[config.mk]
export PLATFORM = sky130hd
export DESIGN_NAME = sad_sequencer
export DESIGN_NICKNAME = d
export VERILOG_FILES = /design/src/verilog/sad_pkg.sv /design/src/verilog/sad_prescaler.sv /design/src/verilog/sad_pin_mux.sv /design/src/verilog/sad_sequencer.sv
export SDC_FILE = /design/constraint.sdc
export NUM_CORES = 1
export LEC_CHECK = 0
export ABC_AREA = 1
export BUFFER_PORTS_ARGS = -buffer_cell sky130_fd_sc_hd__clkbuf_2
export CORE_ASPECT_RATIO = 0.9
export CORE_MARGIN = 3
export CORE_UTILIZATION = 45
export CTS_CLUSTER_DIAMETER = 30
export DETAILED_ROUTE_END_ITERATION = 8
export PLACE_DENSITY = 0.7
export SYNTH_ARGS = -nofsm -noshare
export SYNTH_HDL_FRONTEND = slang
export SYNTH_SLANG_ARGS = --single-unit
[constraint.sdc]
create_clock -name CLK_I -period 1.8 [get_ports CLK_I]
set_input_delay 0.09 -clock CLK_I [delete_from_list [all_inputs] [get_ports CLK_I]]
set_output_delay 0.09 -clock CLK_I [all_outputs]
set_load 0.02 [all_outputs]
[src/verilog/sad_pkg.sv]
// Notes on behaviour
// - Five-bit channel code picks one of four pins
// - Selected pin forced to analog, port writes ignored
// - Port read of used pin: direction ? latch : 0
// - Full scale reads ff, bottom reads 00
// - One conversion lasts sixteen converter clocks
// - Control write starts conversion on next converter clock
// - Continuous mode overwrites result every conversion
// - Single mode converts once; clearing continuous stops
// - Done flag set per conversion, cleared by read
// - Interrupt enabled: done flag stays zero
// - Interrupt raised per conversion, cleared by access
// - All-ones channel code powers off; reset value
// - Codes select upper or lower reference; rest unknown
// - Wait mode leaves conversion and interrupt running
// - Stop mode aborts; conversion resumes afterwards
// - Eight-bit read-only result, refreshed on completion
// - Converter clock is bus clock divided by prescaler
package sad_pkg;

    // ------------------------------------------------------------
    // Register map
    // ------------------------------------------------------------
    localparam logic [7:0] SCR_ADDR   = 8'h3c;
    localparam logic [7:0] RES_ADDR   = 8'h3e;
    localparam logic [7:0] CLK_ADDR   = 8'h3f;

    // ------------------------------------------------------------
    // Field layout
    // ------------------------------------------------------------
    localparam int         FLAG_BIT   = 7;
    localparam int         IEN_BIT    = 6;
    localparam int         CONT_BIT   = 5;
    localparam int         DIV_LSB    = 5;

    // ------------------------------------------------------------
    // Channel codes and reset values
    // ------------------------------------------------------------
    localparam logic [4:0] CH_OFF     = 5'h1f;
    localparam logic [4:0] CH_VDDA    = 5'h1d;
    localparam logic [4:0] CH_VSSA    = 5'h1e;
    localparam logic [4:0] CH_RSVD    = 5'h1b;
    localparam logic [4:0] CH_RESET   = 5'h1f;
    localparam logic [2:0] DIV_RESET  = 3'h0;
    localparam logic [7:0] RES_RESET  = 8'h00;

    // ------------------------------------------------------------
    // Conversion timing
    // ------------------------------------------------------------
    localparam logic [3:0] CNT_LAST   = 4'hf;
    localparam logic [3:0] TRIALS     = 4'h8;
    localparam logic [7:0] SAR_FIRST  = 8'h80;
    localparam logic [3:0] DIV_MAXLIM = 4'hf;

    typedef enum logic [0:0] {
        ST_IDLE = 1'b0,
        ST_CONV = 1'b1
    } sad_state_t;

endpackage : sad_pkg

[src/verilog/sad_prescaler.sv]
`timescale 1ns/1ps
module sad_prescaler
    import sad_pkg::*;
(
    // Clock and reset
    input  wire logic       clk_i,
    input  wire logic       reset_i,
    // Divide select
    input  wire logic [2:0] div_i,
    // Converter clock enable pulse
    output logic            tick_o
);

    typedef struct packed {
        logic [3:0] cnt;
        logic       tick;
    } sad_pre_t;

    sad_pre_t   q_r;
    sad_pre_t   q_nxt;
    logic [3:0] lim;

    // ------------------------------------------------------------
    // Divider
    // ------------------------------------------------------------
    always_comb begin
        q_nxt = q_r;
        // 1xx collapses to the largest ratio
        lim = div_i[2] ? DIV_MAXLIM : 4'((4'h1 << div_i[1:0]) - 4'h1);
        q_nxt.tick = (q_r.cnt >= lim);
        q_nxt.cnt  = q_nxt.tick ? 4'h0 : q_r.cnt + 4'h1;
    end

    always_ff @(posedge clk_i) begin
        if (reset_i) begin
            q_r <= '0;
        end else begin
            q_r <= q_nxt;
        end
    end

    assign tick_o = q_r.tick;

endmodule : sad_prescaler

[src/verilog/sad_pin_mux.sv]
`timescale 1ns/1ps
module sad_pin_mux
    import sad_pkg::*;
#(
    parameter int NUM_PINS = 4
) (
    // Clock and reset
    input  wire logic                clk_i,
    input  wire logic                reset_i,
    // Channel code
    input  wire logic [4:0]          ch_i,
    // Port logic
    input  wire logic [NUM_PINS-1:0] port_data_i,
    input  wire logic [NUM_PINS-1:0] port_dir_i,
    output logic [NUM_PINS-1:0]      port_read_o,
    // Pads
    input  wire logic [NUM_PINS-1:0] pad_in_i,
    output logic [NUM_PINS-1:0]      pad_out_o,
    output logic [NUM_PINS-1:0]      pad_oe_n_o,
    output logic [NUM_PINS-1:0]      analog_en_o
);

    if (NUM_PINS != 4) begin : g_chk
        $error("Channel code maps exactly four pins");
    end

    typedef struct packed {
        logic [NUM_PINS-1:0] s1;
        logic [NUM_PINS-1:0] s2;
        logic [NUM_PINS-1:0] s3;
        logic [NUM_PINS-1:0] lvl;
        logic [NUM_PINS-1:0] rd;
        logic [NUM_PINS-1:0] dout;
        logic [NUM_PINS-1:0] oe_n;
        logic [NUM_PINS-1:0] ana;
    } sad_pin_t;

    sad_pin_t q_r;
    sad_pin_t q_nxt;

    // ------------------------------------------------------------
    // Per-pin override
    // ------------------------------------------------------------
    always_comb begin
        q_nxt    = q_r;
        q_nxt.s1 = pad_in_i;
        q_nxt.s2 = q_r.s1;
        q_nxt.s3 = q_r.s2;
        for (int i = 0; i < NUM_PINS; i++) begin
            // Filter: level moves only once two stages agree
            if (q_r.s2[i] == q_r.s3[i]) begin
                q_nxt.lvl[i] = q_r.s3[i];
            end
            q_nxt.ana[i]  = (ch_i[4:2] == 3'h0) && (ch_i[1:0] == 2'(i));
            q_nxt.dout[i] = port_data_i[i];
            q_nxt.oe_n[i] = !(port_dir_i[i] && !q_nxt.ana[i]);
            if (q_nxt.ana[i]) begin
                q_nxt.rd[i] = port_dir_i[i] & port_data_i[i];
            end else begin
                q_nxt.rd[i] = port_dir_i[i] ? port_data_i[i] : q_r.lvl[i];
            end
        end
    end

    always_ff @(posedge clk_i) begin
        if (reset_i) begin
            q_r <= '{oe_n: '1, default: '0};
        end else begin
            q_r <= q_nxt;
        end
    end

    assign port_read_o = q_r.rd;
    assign pad_out_o   = q_r.dout;
    assign pad_oe_n_o  = q_r.oe_n;
    assign analog_en_o = q_r.ana;
endmodule : sad_pin_mux

[src/verilog/sad_sequencer.sv]
`timescale 1ns/1ps
module sad_sequencer
    import sad_pkg::*;
(
    // Clock and reset
    input  wire logic       CLK_I,
    input  wire logic       RESET_I,
    // Register port
    input  wire logic [7:0] ADDR_I,
    input  wire logic [7:0] WDATA_I,
    input  wire logic       WR_I,
    input  wire logic       RD_I,
    output logic [7:0]      RDATA_O,
    // System modes
    input  wire logic       STOP_I,
    // Analog core
    input  wire logic       CMP_HIGH_I,
    output logic [7:0]      DAC_CODE_O,
    output logic [4:0]      MUX_SEL_O,
    output logic            CONV_PWR_O,
    output logic            CONV_BUSY_O,
    output logic            IRQ_O,
    // Shared port pins
    input  wire logic [3:0] PORT_DATA_I,
    input  wire logic [3:0] PORT_DIR_I,
    output logic [3:0]      PORT_READ_O,
    input  wire logic [3:0] PAD_IN_I,
    output logic [3:0]      PAD_OUT_O,
    output logic [3:0]      PAD_OE_N_O,
    output logic [3:0]      ANALOG_EN_O
);

    typedef struct packed {
        sad_state_t state;
        logic [3:0] cnt;
        logic [7:0] sar;
        logic [7:0] result;
        logic       pend;
        logic       flag;
        logic       irq;
        logic       ien;
        logic       cont;
        logic [4:0] ch;
        logic [2:0] div;
        logic       pwr;
        logic [7:0] rdata;
    } sad_seq_t;

    sad_seq_t   q_r;
    sad_seq_t   q_nxt;
    logic       tick;
    logic       scr_wr;
    logic       clk_wr;
    logic       res_rd;
    logic       start;
    logic       done;
    logic [2:0] idx;

    // ------------------------------------------------------------
    // Converter clock
    // ------------------------------------------------------------
    sad_prescaler i_sad_prescaler (
        .clk_i   (CLK_I),
        .reset_i (RESET_I),
        .div_i   (q_r.div),
        .tick_o  (tick)
    );

    // ------------------------------------------------------------
    // Pin override
    // ------------------------------------------------------------
    sad_pin_mux #(
        .NUM_PINS (4)
    ) i_sad_pin_mux (
        .clk_i       (CLK_I),
        .reset_i     (RESET_I),
        .ch_i        (q_r.ch),
        .port_data_i (PORT_DATA_I),
        .port_dir_i  (PORT_DIR_I),
        .port_read_o (PORT_READ_O),
        .pad_in_i    (PAD_IN_I),
        .pad_out_o   (PAD_OUT_O),
        .pad_oe_n_o  (PAD_OE_N_O),
        .analog_en_o (ANALOG_EN_O)
    );

    // ------------------------------------------------------------
    // Sequencer and registers
    // ------------------------------------------------------------
    always_comb begin
        q_nxt  = q_r;
        scr_wr = WR_I && (ADDR_I == SCR_ADDR);
        clk_wr = WR_I && (ADDR_I == CLK_ADDR);
        res_rd = RD_I && (ADDR_I == RES_ADDR);
        done   = 1'b0;
        idx    = ~q_r.cnt[2:0];
        // Wait mode has no effect here: only stop or the all-ones power-off code halts the engine
        start  = q_r.pend && tick && !STOP_I && (q_r.ch != CH_OFF);

        if (start) begin
            // A control write mid-conversion restarts it
            q_nxt.state = ST_CONV;
            q_nxt.cnt   = 4'h0;
            q_nxt.sar   = SAR_FIRST;
            q_nxt.pend  = 1'b0;
        end else if (q_r.state == ST_CONV && tick) begin
            if (q_r.cnt < TRIALS) begin
                // Keep trial bit only if input sits at or above it
                if (!CMP_HIGH_I) begin
                    q_nxt.sar[idx] = 1'b0;
                end
                if (idx != 3'h0) begin
                    q_nxt.sar[idx - 3'h1] = 1'b1;
                end
            end
            if (q_r.cnt == CNT_LAST) begin
                done         = 1'b1;
                q_nxt.result = q_r.sar;
                if (q_r.cont) begin
                    q_nxt.cnt = 4'h0;
                    q_nxt.sar = SAR_FIRST;
                end else begin
                    q_nxt.state = ST_IDLE;
                end
            end else begin
                q_nxt.cnt = q_r.cnt + 4'h1;
            end
        end

        // Stop aborts; the pending start brings it back afterwards
        if (STOP_I) begin
            if (q_r.state == ST_CONV) begin
                q_nxt.pend = 1'b1;
            end
            q_nxt.state = ST_IDLE;
            done        = 1'b0;
            q_nxt.result = q_r.result;
        end

        if (scr_wr) begin
            // Flag position of the write data is ignored
            q_nxt.ien  = WDATA_I[IEN_BIT];
            q_nxt.cont = WDATA_I[CONT_BIT];
            q_nxt.ch   = WDATA_I[4:0];
            q_nxt.pend = 1'b1;
            q_nxt.irq  = 1'b0;
        end
        if (clk_wr) begin
            q_nxt.div = WDATA_I[DIV_LSB +: 3];
        end

        if (q_nxt.ch == CH_OFF) begin
            q_nxt.state = ST_IDLE;
            q_nxt.pend  = 1'b0;
        end
        q_nxt.pwr = (q_nxt.ch != CH_OFF);

        if (res_rd) begin
            q_nxt.flag = 1'b0;
            q_nxt.irq  = 1'b0;
        end
        // Completion beats a same-cycle clear
        if (done) begin
            if (q_r.ien) begin
                q_nxt.irq = 1'b1;
            end else begin
                q_nxt.flag = 1'b1;
            end
        end
        if (q_nxt.ien) begin
            q_nxt.flag = 1'b0;
        end

        q_nxt.rdata = 8'h00;
        if (RD_I) begin
            unique case (ADDR_I)
                SCR_ADDR: q_nxt.rdata = {q_r.flag, q_r.ien, q_r.cont, q_r.ch};
                RES_ADDR: q_nxt.rdata = q_r.result;
                CLK_ADDR: q_nxt.rdata = {q_r.div, 5'h00};
                default:  q_nxt.rdata = 8'h00;
            endcase
        end
    end

    always_ff @(posedge CLK_I) begin
        if (RESET_I) begin
            q_r <= '{state: ST_IDLE, ch: CH_RESET, div: DIV_RESET,
                     result: RES_RESET, default: '0};
        end else begin
            q_r <= q_nxt;
        end
    end

    assign RDATA_O     = q_r.rdata;
    assign DAC_CODE_O  = q_r.sar;
    assign MUX_SEL_O   = q_r.ch;
    assign CONV_PWR_O  = q_r.pwr;
    assign CONV_BUSY_O = (q_r.state == ST_CONV);
    assign IRQ_O       = q_r.irq;

    // Converter ticks since the current conversion began
    logic [4:0] tk_cnt;
    always_ff @(posedge CLK_I) begin
        if (RESET_I || start || done || q_r.state != ST_CONV) begin
            tk_cnt <= 5'h00;
        end else if (tick) begin
            tk_cnt <= tk_cnt + 5'h01;
        end
    end
endmodule : sad_sequencer

; ---- Word-level counts from Yosys, hierarchy flattened
; Cells that the tools add are included.
[classes]
add_sub_neg = 4
order_cmp = 6
n_eq_ne = 16
shifts = 1
muxes = 42
bitwise = 11
reduce_logical = 40
[op_table]
columns = op, n
row1 = 8-bit 2-to-1 mux, 9
row2 = 8-bit by 6-bit == test with 1-bit output (second input constant), 3
row3 = 8-bit case mux with 3 select lines, 1
row4 = 1-bit 2-to-1 mux, 22
row5 = 21-bit 2-to-1 mux, 1
row6 = 1-bit logical AND, 17
row7 = 16-bit 2-to-1 mux, 1
row8 = 13-bit 2-to-1 mux, 1
row9 = 12-bit 2-to-1 mux, 1
row10 = 5-bit inequality test (second input constant), 2
row11 = 2-bit OR reduction, 5
row12 = 1-bit logical NOT, 9
row13 = 4-bit by 1-bit adder with 4-bit output (second input constant), 2
row14 = 8-bit AND, 1
row15 = 3-bit by 4-bit less-than comparator with 1-bit output (second input constant), 2
row16 = 4-bit 2-to-1 mux, 2
row17 = 8-bit inverter, 1
row18 = 8-bit bitwise OR, 1
row19 = 1-bit demux with 3-bit select, 2
row20 = 3-bit by 1-bit >= comparator with 1-bit output (second input constant), 2
row21 = 5-bit == test (second input constant), 1
row22 = 1-bit AND, 4
row23 = 1-bit == test, 4
row24 = 2-bit == test (second input constant), 2
row25 = other kinds (20), 24
[word_totals]
register_bits = 80
output_inout_bits = 40

; ---- Logic depth before layout (Yosys ltp)
[logic_depth]
word_depth = 20
depth_mapped = 11

; ---- Cells and area by module
; A second synthesis with hierarchy kept.
[hier_totals]
cells_unflattened = 477
area_unflattened_um2 = 3636.0
[modules_own_cells]
columns = mod, instances, cells_per_inst, area_each_um2, seq_area_each_um2
row1 = sad_sequencer, 1, 304, 2193.4, 860.8
row2 = sad_pin_mux, 1, 133, 1137.3, 640.6
row3 = sad_prescaler, 1, 40, 305.3, 100.1

; ---- Least setup slack after synthesis
; No wires, ideal clock.
[synth_timing]
path_kind = register to register
from = reg q_r[38] (netlist name)
to = reg q_r[41] (netlist name)
setup_ps = 116
t_arrival_ps = 1338
t_required_ps = 1684
path_slack_ps = 346
path_stages_with_launch = 8
path_cell_list = dfxtp_1 > ha_1 > nand3_4 > inv_1 > a21oi_1 > nand4_1 > o21ai_0 > nor2_1
[synth_between]
elab_chain_cells = 3
[synth_lines]
columns = item, line_no
row1 = start: declaration, sad_sequencer.sv:49  ; sad_seq_t q_r;
row2 = start signal: assignment, sad_sequencer.sv:187  ; q_r <= '{state: ST_IDLE, ch: CH_RESET, div: DIV_RESET,
row3 = start signal: assignment, sad_sequencer.sv:190  ; q_r <= q_nxt;
row4 = "parallel branches: the longest is 3 deep, another holds 4-bit by 1-bit adder with 4-bit output", -
; Parallel ways; which one is timed is not known.
; A chain may end at the register's enable or synchronous reset.

; ---- Worst setup path after layout
[layout_timing]
from = reg q_r[38] (netlist name)
to = reg q_r (netlist bit DAC_CODE_O[4])
[layout_between]
elab_chain_cells = 18
[layout_lines]
columns = item, line_no
row1 = 3-bit inverter, sad_sequencer.sv:96  ; idx = ~q_r.cnt[2:0];
row2 = 3-bit by 4-bit less-than comparator with 1-bit output (not written as such) / 3-bit by 1-bit >= comparator with 1-bit output (equally long branches), sad_sequencer.sv:110  ; q_nxt.sar[idx] = 1'b0;
row3 = 1-bit logical AND (not written as such), sad_sequencer.sv:110
row4 = 1-bit 2-to-1 mux (not written as such), sad_sequencer.sv:110
row5 = 1-bit demux with 3-bit select, sad_sequencer.sv:110
row6 = 8-bit inverter (no source line), -
row7 = 8-bit AND (no source line), -
row8 = 8-bit 2-to-1 mux, sad_sequencer.sv:109  ; if (!CMP_HIGH_I) begin
row9 = [... 2 more ...], -
row10 = 8-bit 2-to-1 mux, sad_sequencer.sv:100  ; if (start) begin
row11 = 8-bit bitwise OR (no source line), -
row12 = 8-bit 2-to-1 mux, sad_sequencer.sv:112  ; if (idx != 3'h0) begin
row13 = 8-bit 2-to-1 mux, sad_sequencer.sv:107  ; if (q_r.cnt < TRIALS) begin
row14 = 8-bit 2-to-1 mux, sad_sequencer.sv:106  ; end else if (q_r.state == ST_CONV && tick) begin
row15 = 8-bit 2-to-1 mux, sad_sequencer.sv:100
row16 = 12-bit 2-to-1 mux, sad_sequencer.sv:119  ; if (q_r.cont) begin
row17 = 16-bit 2-to-1 mux (*), sad_sequencer.sv:116  ; if (q_r.cnt == CNT_LAST) begin
; Mark *: on every way between the ends. The rest lies on a longest branch, timed or not. The select of a mux whose other input is x is not followed.

==> results.txt <==
----------------------------------------------------
[Status]
  Status ... finished, final reports clean

[Drt]
  Routed via count ... roughly 2900
  Wire length on met1 ... roughly 3.5 mm
  Amount of wire on met3 after detailed routing ... 465 um
  DRC violation total after the first TritonRoute iteration ... 114
  DRC viols ... 0
  First-pass iteration count of the detailed router ... 4
  Total met2 wirelength after detailed routing ... ~3.7 mm
  Antenna Violating Nets Remaining ... 0
  Post-DR wirelength/cell ... 12.9 um
  Routed WL ... 7.81 mm
  Max Used Layer ... met4
  Per-cell via count in the routed design ... ~4.8

[Clock tree]
  Post CTS Setup Buffer Count ... 0
  TritonCTS Buffers ... 9
  Register clock-pin slew on the reported worst setup and hold paths ... about 0.08 ns
  Clock Latency Late Sink ... 0.34 ns
  Max Buffers Root-to-Sink ... 2
  Clock tree from TritonCTS ... yes
  Sink Count ... 80
  H-Tree Depth ... 3
  Cell chosen for the clock root ... sky130_fd_sc_hd__clkbuf_8

[Setup path]
  Cell-by-cell trace of the critical path ... ha_1 -> nand3_4 -> nor2_4 -> inv_2 -> nor2_1 -> inv_1 -> o311ai_0 -> a21oi_1
  Kind of capture point of the worst setup path ... flip-flop
  Data arrival time of the critical path ... between 1.5 and 2 ns
  Highest net fanout along the worst path ... 8
  Crit Path Category ... flip-flop to flip-flop
  Longest individual stage delay on the worst path ... roughly 0.41 ns
  Cell at the slowest stage of the critical path ... sky130_fd_sc_hd__dfxtp_2
  Required time of the critical path ... just over 2 ns
  Startpoint type of the worst setup path ... flip-flop

[Power]
  Power density cells ... about 830 nW/um^2
  Leakage component of the power ... 1.92 nW
  Maximum resistive drop on vdd ... 0.000401 V

[Die]
  Initial core utilization ... 48.1%
  Boundary Pins ... 74
  Vertical die dimension ... around 90 um
  Full die area ... just under 9000 um^2
  Area of the core region ... between 7000 and 8000 um^2
  Standard-cell row count ... 29
  Width of the chip ... between 90 and 100 um

[Global routing]
  Overflow left after global routing ... 0
  First-pass GRT wire length ... between 10 and 15 mm
  Antenna violations before repair ... 0
  Via count of the first global-routing pass ... about 2800
  Pin count of the biggest net entering global routing ... 32
  Tot GR Track Use ... approximately 18%

[STA]
  Pins over their slew limit ... 0
  Worst slew margin ... 54.8%
  Final hold violation count ... 0
  Setup violators final ... 0
  Unrepaired setup endpoints after global routing ... false
  Setup Skew ... around 0.0045 ns
  Slew at the pin with the worst max-slew slack ... roughly 0.67 ns
  Fin crit period ... approximately 1.6 ns
  Fmax ... roughly 0.63 GHz
  Period utilisation layout ... between 80 and 90%
  Total negative slack for setup checks ... 0 ns

[Synth]
  Cells taking the most area after synthesis ... sky130_fd_sc_hd__dfxtp_1 (45%), sky130_fd_sc_hd__buf_4 (7.9%), sky130_fd_sc_hd__nand2_1 (7.6%)
  Async set or reset register ratio after synthesis ... 0%
  Synth Net Count ... approximately 490
  Area share of the largest cell type after synthesis ... 45.5%
  YS warnings ... 0
  Top-count cell post-synth ... sky130_fd_sc_hd__dfxtp_1
  Top cell types by occurrence after synthesis ... sky130_fd_sc_hd__dfxtp_1 (80), sky130_fd_sc_hd__nand2_1 (71), sky130_fd_sc_hd__nor2_1 (67), sky130_fd_sc_hd__inv_1 (61), sky130_fd_sc_hd__buf_4 (37)
  Sequential-to-total area share from yosys stat ... between 40 and 50%
  Cell type with the largest total area after synthesis ... sky130_fd_sc_hd__dfxtp_1
  Number of library cell types mapped by synthesis ... 37
  Post-Syn Area per Cell ... 7.81 um^2
  Number of enable flip-flop cells after synthesis ... 0
  Post-Syn Area ... 3520 um^2
  Number of standard cells after synthesis ... around 450
  Top flip-flop cell by instance count after synthesis ... sky130_fd_sc_hd__dfxtp_1
  Seq cells post-synth ... 80

[Run]
  Max capacitance violation total ... 0

[Cells and area]
  Post-route core utilization ... between 50% and 60%
  Net count, final ... 552
  Ant diodes ... 0
  Share of post-route cells with drive strength above 1 ... a little over a fifth
  P&R area growth vs syn ... 15.3%

[Place]
  Placer's final routability congestion estimate ... roughly 0.9
  IO Port Bufs ... 73
  Final HPWL from detailed placement ... just under 6 mm

[Hold path]
  Hold WC Path Type ... input pin to flip-flop

----------------------------------------------------
==> final cells by class <==
type	instances	area, um^2
clock buffer	11	131
clock inverter	4	70.1
fill	710	3270
inverter	67	251
multi-input combinational	260	1350
sequential	80	1600
tap	93	116
timing repair buffer	92	538
==> worst max-delay path: cells and delay by family (launching register included) <==
family | cells | cell delay, ns
DFF | 1 | 0.41
and+or+nand+nor | 3 | 0.38
adders and majority gates | 1 | 0.24
AOI/OAI and AO/OA | 2 | 0.23
buffers and inverters | 2 | 0.20
==> routing by layer <==
layer / vias to the layer above / GRT usage (%)
li1: 1525 / -
met1: 1291 / 22.6
met2: 74 / 29.4
met3: 7 / 6.19
met4: 0 / 3.98
met5: - / 0
==> power breakdown <==
group / switching, mW / internal, mW / leakage [nW] / total (mW)
sequential: 0.00869 / 1.79 / 0.651 / 1.80
combinational: 0.103 / 0.0752 / 1.16 / 0.178
clock: 0.615 / 0.771 / 0.103 / 1.39
total: 0.726 / 2.64 / 1.92 / 3.37
==> layout by cell type (no fill, tap or decap), drive strengths merged, types with 7 or more instances in the layout <==
cell type / instances
a21oi: 29
nor2: 70
ha: 8
dlygate4sd3: 12
buf: 7
nand3: 23
inv: 65
dfxtp: 80
nand2: 73
clkbuf: 84
o21ai: 19
==> flip-flops by register name, summed over array words and instances, names as in the netlist, 4 cells and up <==
register / count
DAC_CODE_O: 8
MUX_SEL_O: 5
RDATA_O: 8
i_sad_pin_mux.analog_en_o: 4
i_sad_pin_mux.pad_oe_n_o: 4
i_sad_pin_mux.pad_out_o: 4
i_sad_pin_mux.port_read_o: 4
i_sad_pin_mux.q_nxt: 8
i_sad_pin_mux.q_r: 8
i_sad_prescaler.q_r: 4
q_r: 19
==> stage by stage <==
| stage | total power, mW | setup slack, ns | area [um^2] | hold slack (ns) | cells |
|---|---|---|---|---|---|
| after global placement | 2.00 | 0.231 | 3730 | 0.282 | 580 |
| after global routing | 3.50 | 0.0856 | 4060 | 0.0435 | 607 |
| after floorplan | 1.94 | 0.346 | 3520 | 0.172 | 451 |
| after detailed placement | 2.00 | 0.174 | 3730 | 0.287 | 580 |
| final | 3.37 | 0.220 | 4060 | 0.0336 | 607 |
| after CTS | 3.39 | 0.130 | 4060 | 0.0267 | 607 |
==> worst paths after layout <==
kind,from,end,slack [ns],cells after the start
worst max register to register,q_r[38]$_SDFFE_PP0P_,DAC_CODE_O[4]$_SDFFE_PP0P_,0.22,8
worst max-delay path,q_r[38]$_SDFFE_PP0P_,DAC_CODE_O[4]$_SDFFE_PP0P_,0.22,8
worst min-delay path,WDATA_I[6],q_r[10]$_SDFFE_PP0P_,0.03,3
worst min register to register,i_sad_pin_mux.q_nxt[25]$_SDFF_PP0_,i_sad_pin_mux.q_nxt[21]$_SDFF_PP0_,0.40,2
==> what timing repair did <==
| item | in CTS | in global routing |
|---|---|---|
| hold buffers | 12 | 0 |
| hold endpoints to repair | 15 | 0 |
| setup endpoints to repair | 0 | 3 |
| resized for setup | 0 | 3 |
==> cell families after synthesis <==
family          synth area share, %
buf+inv                        16.3
simple gates                   22.5
fa+ha+maj                      2.84
compound gates                 12.2
flops                          45.5
xor+xnor                      0.746
(Power assumes the default switching activity.)
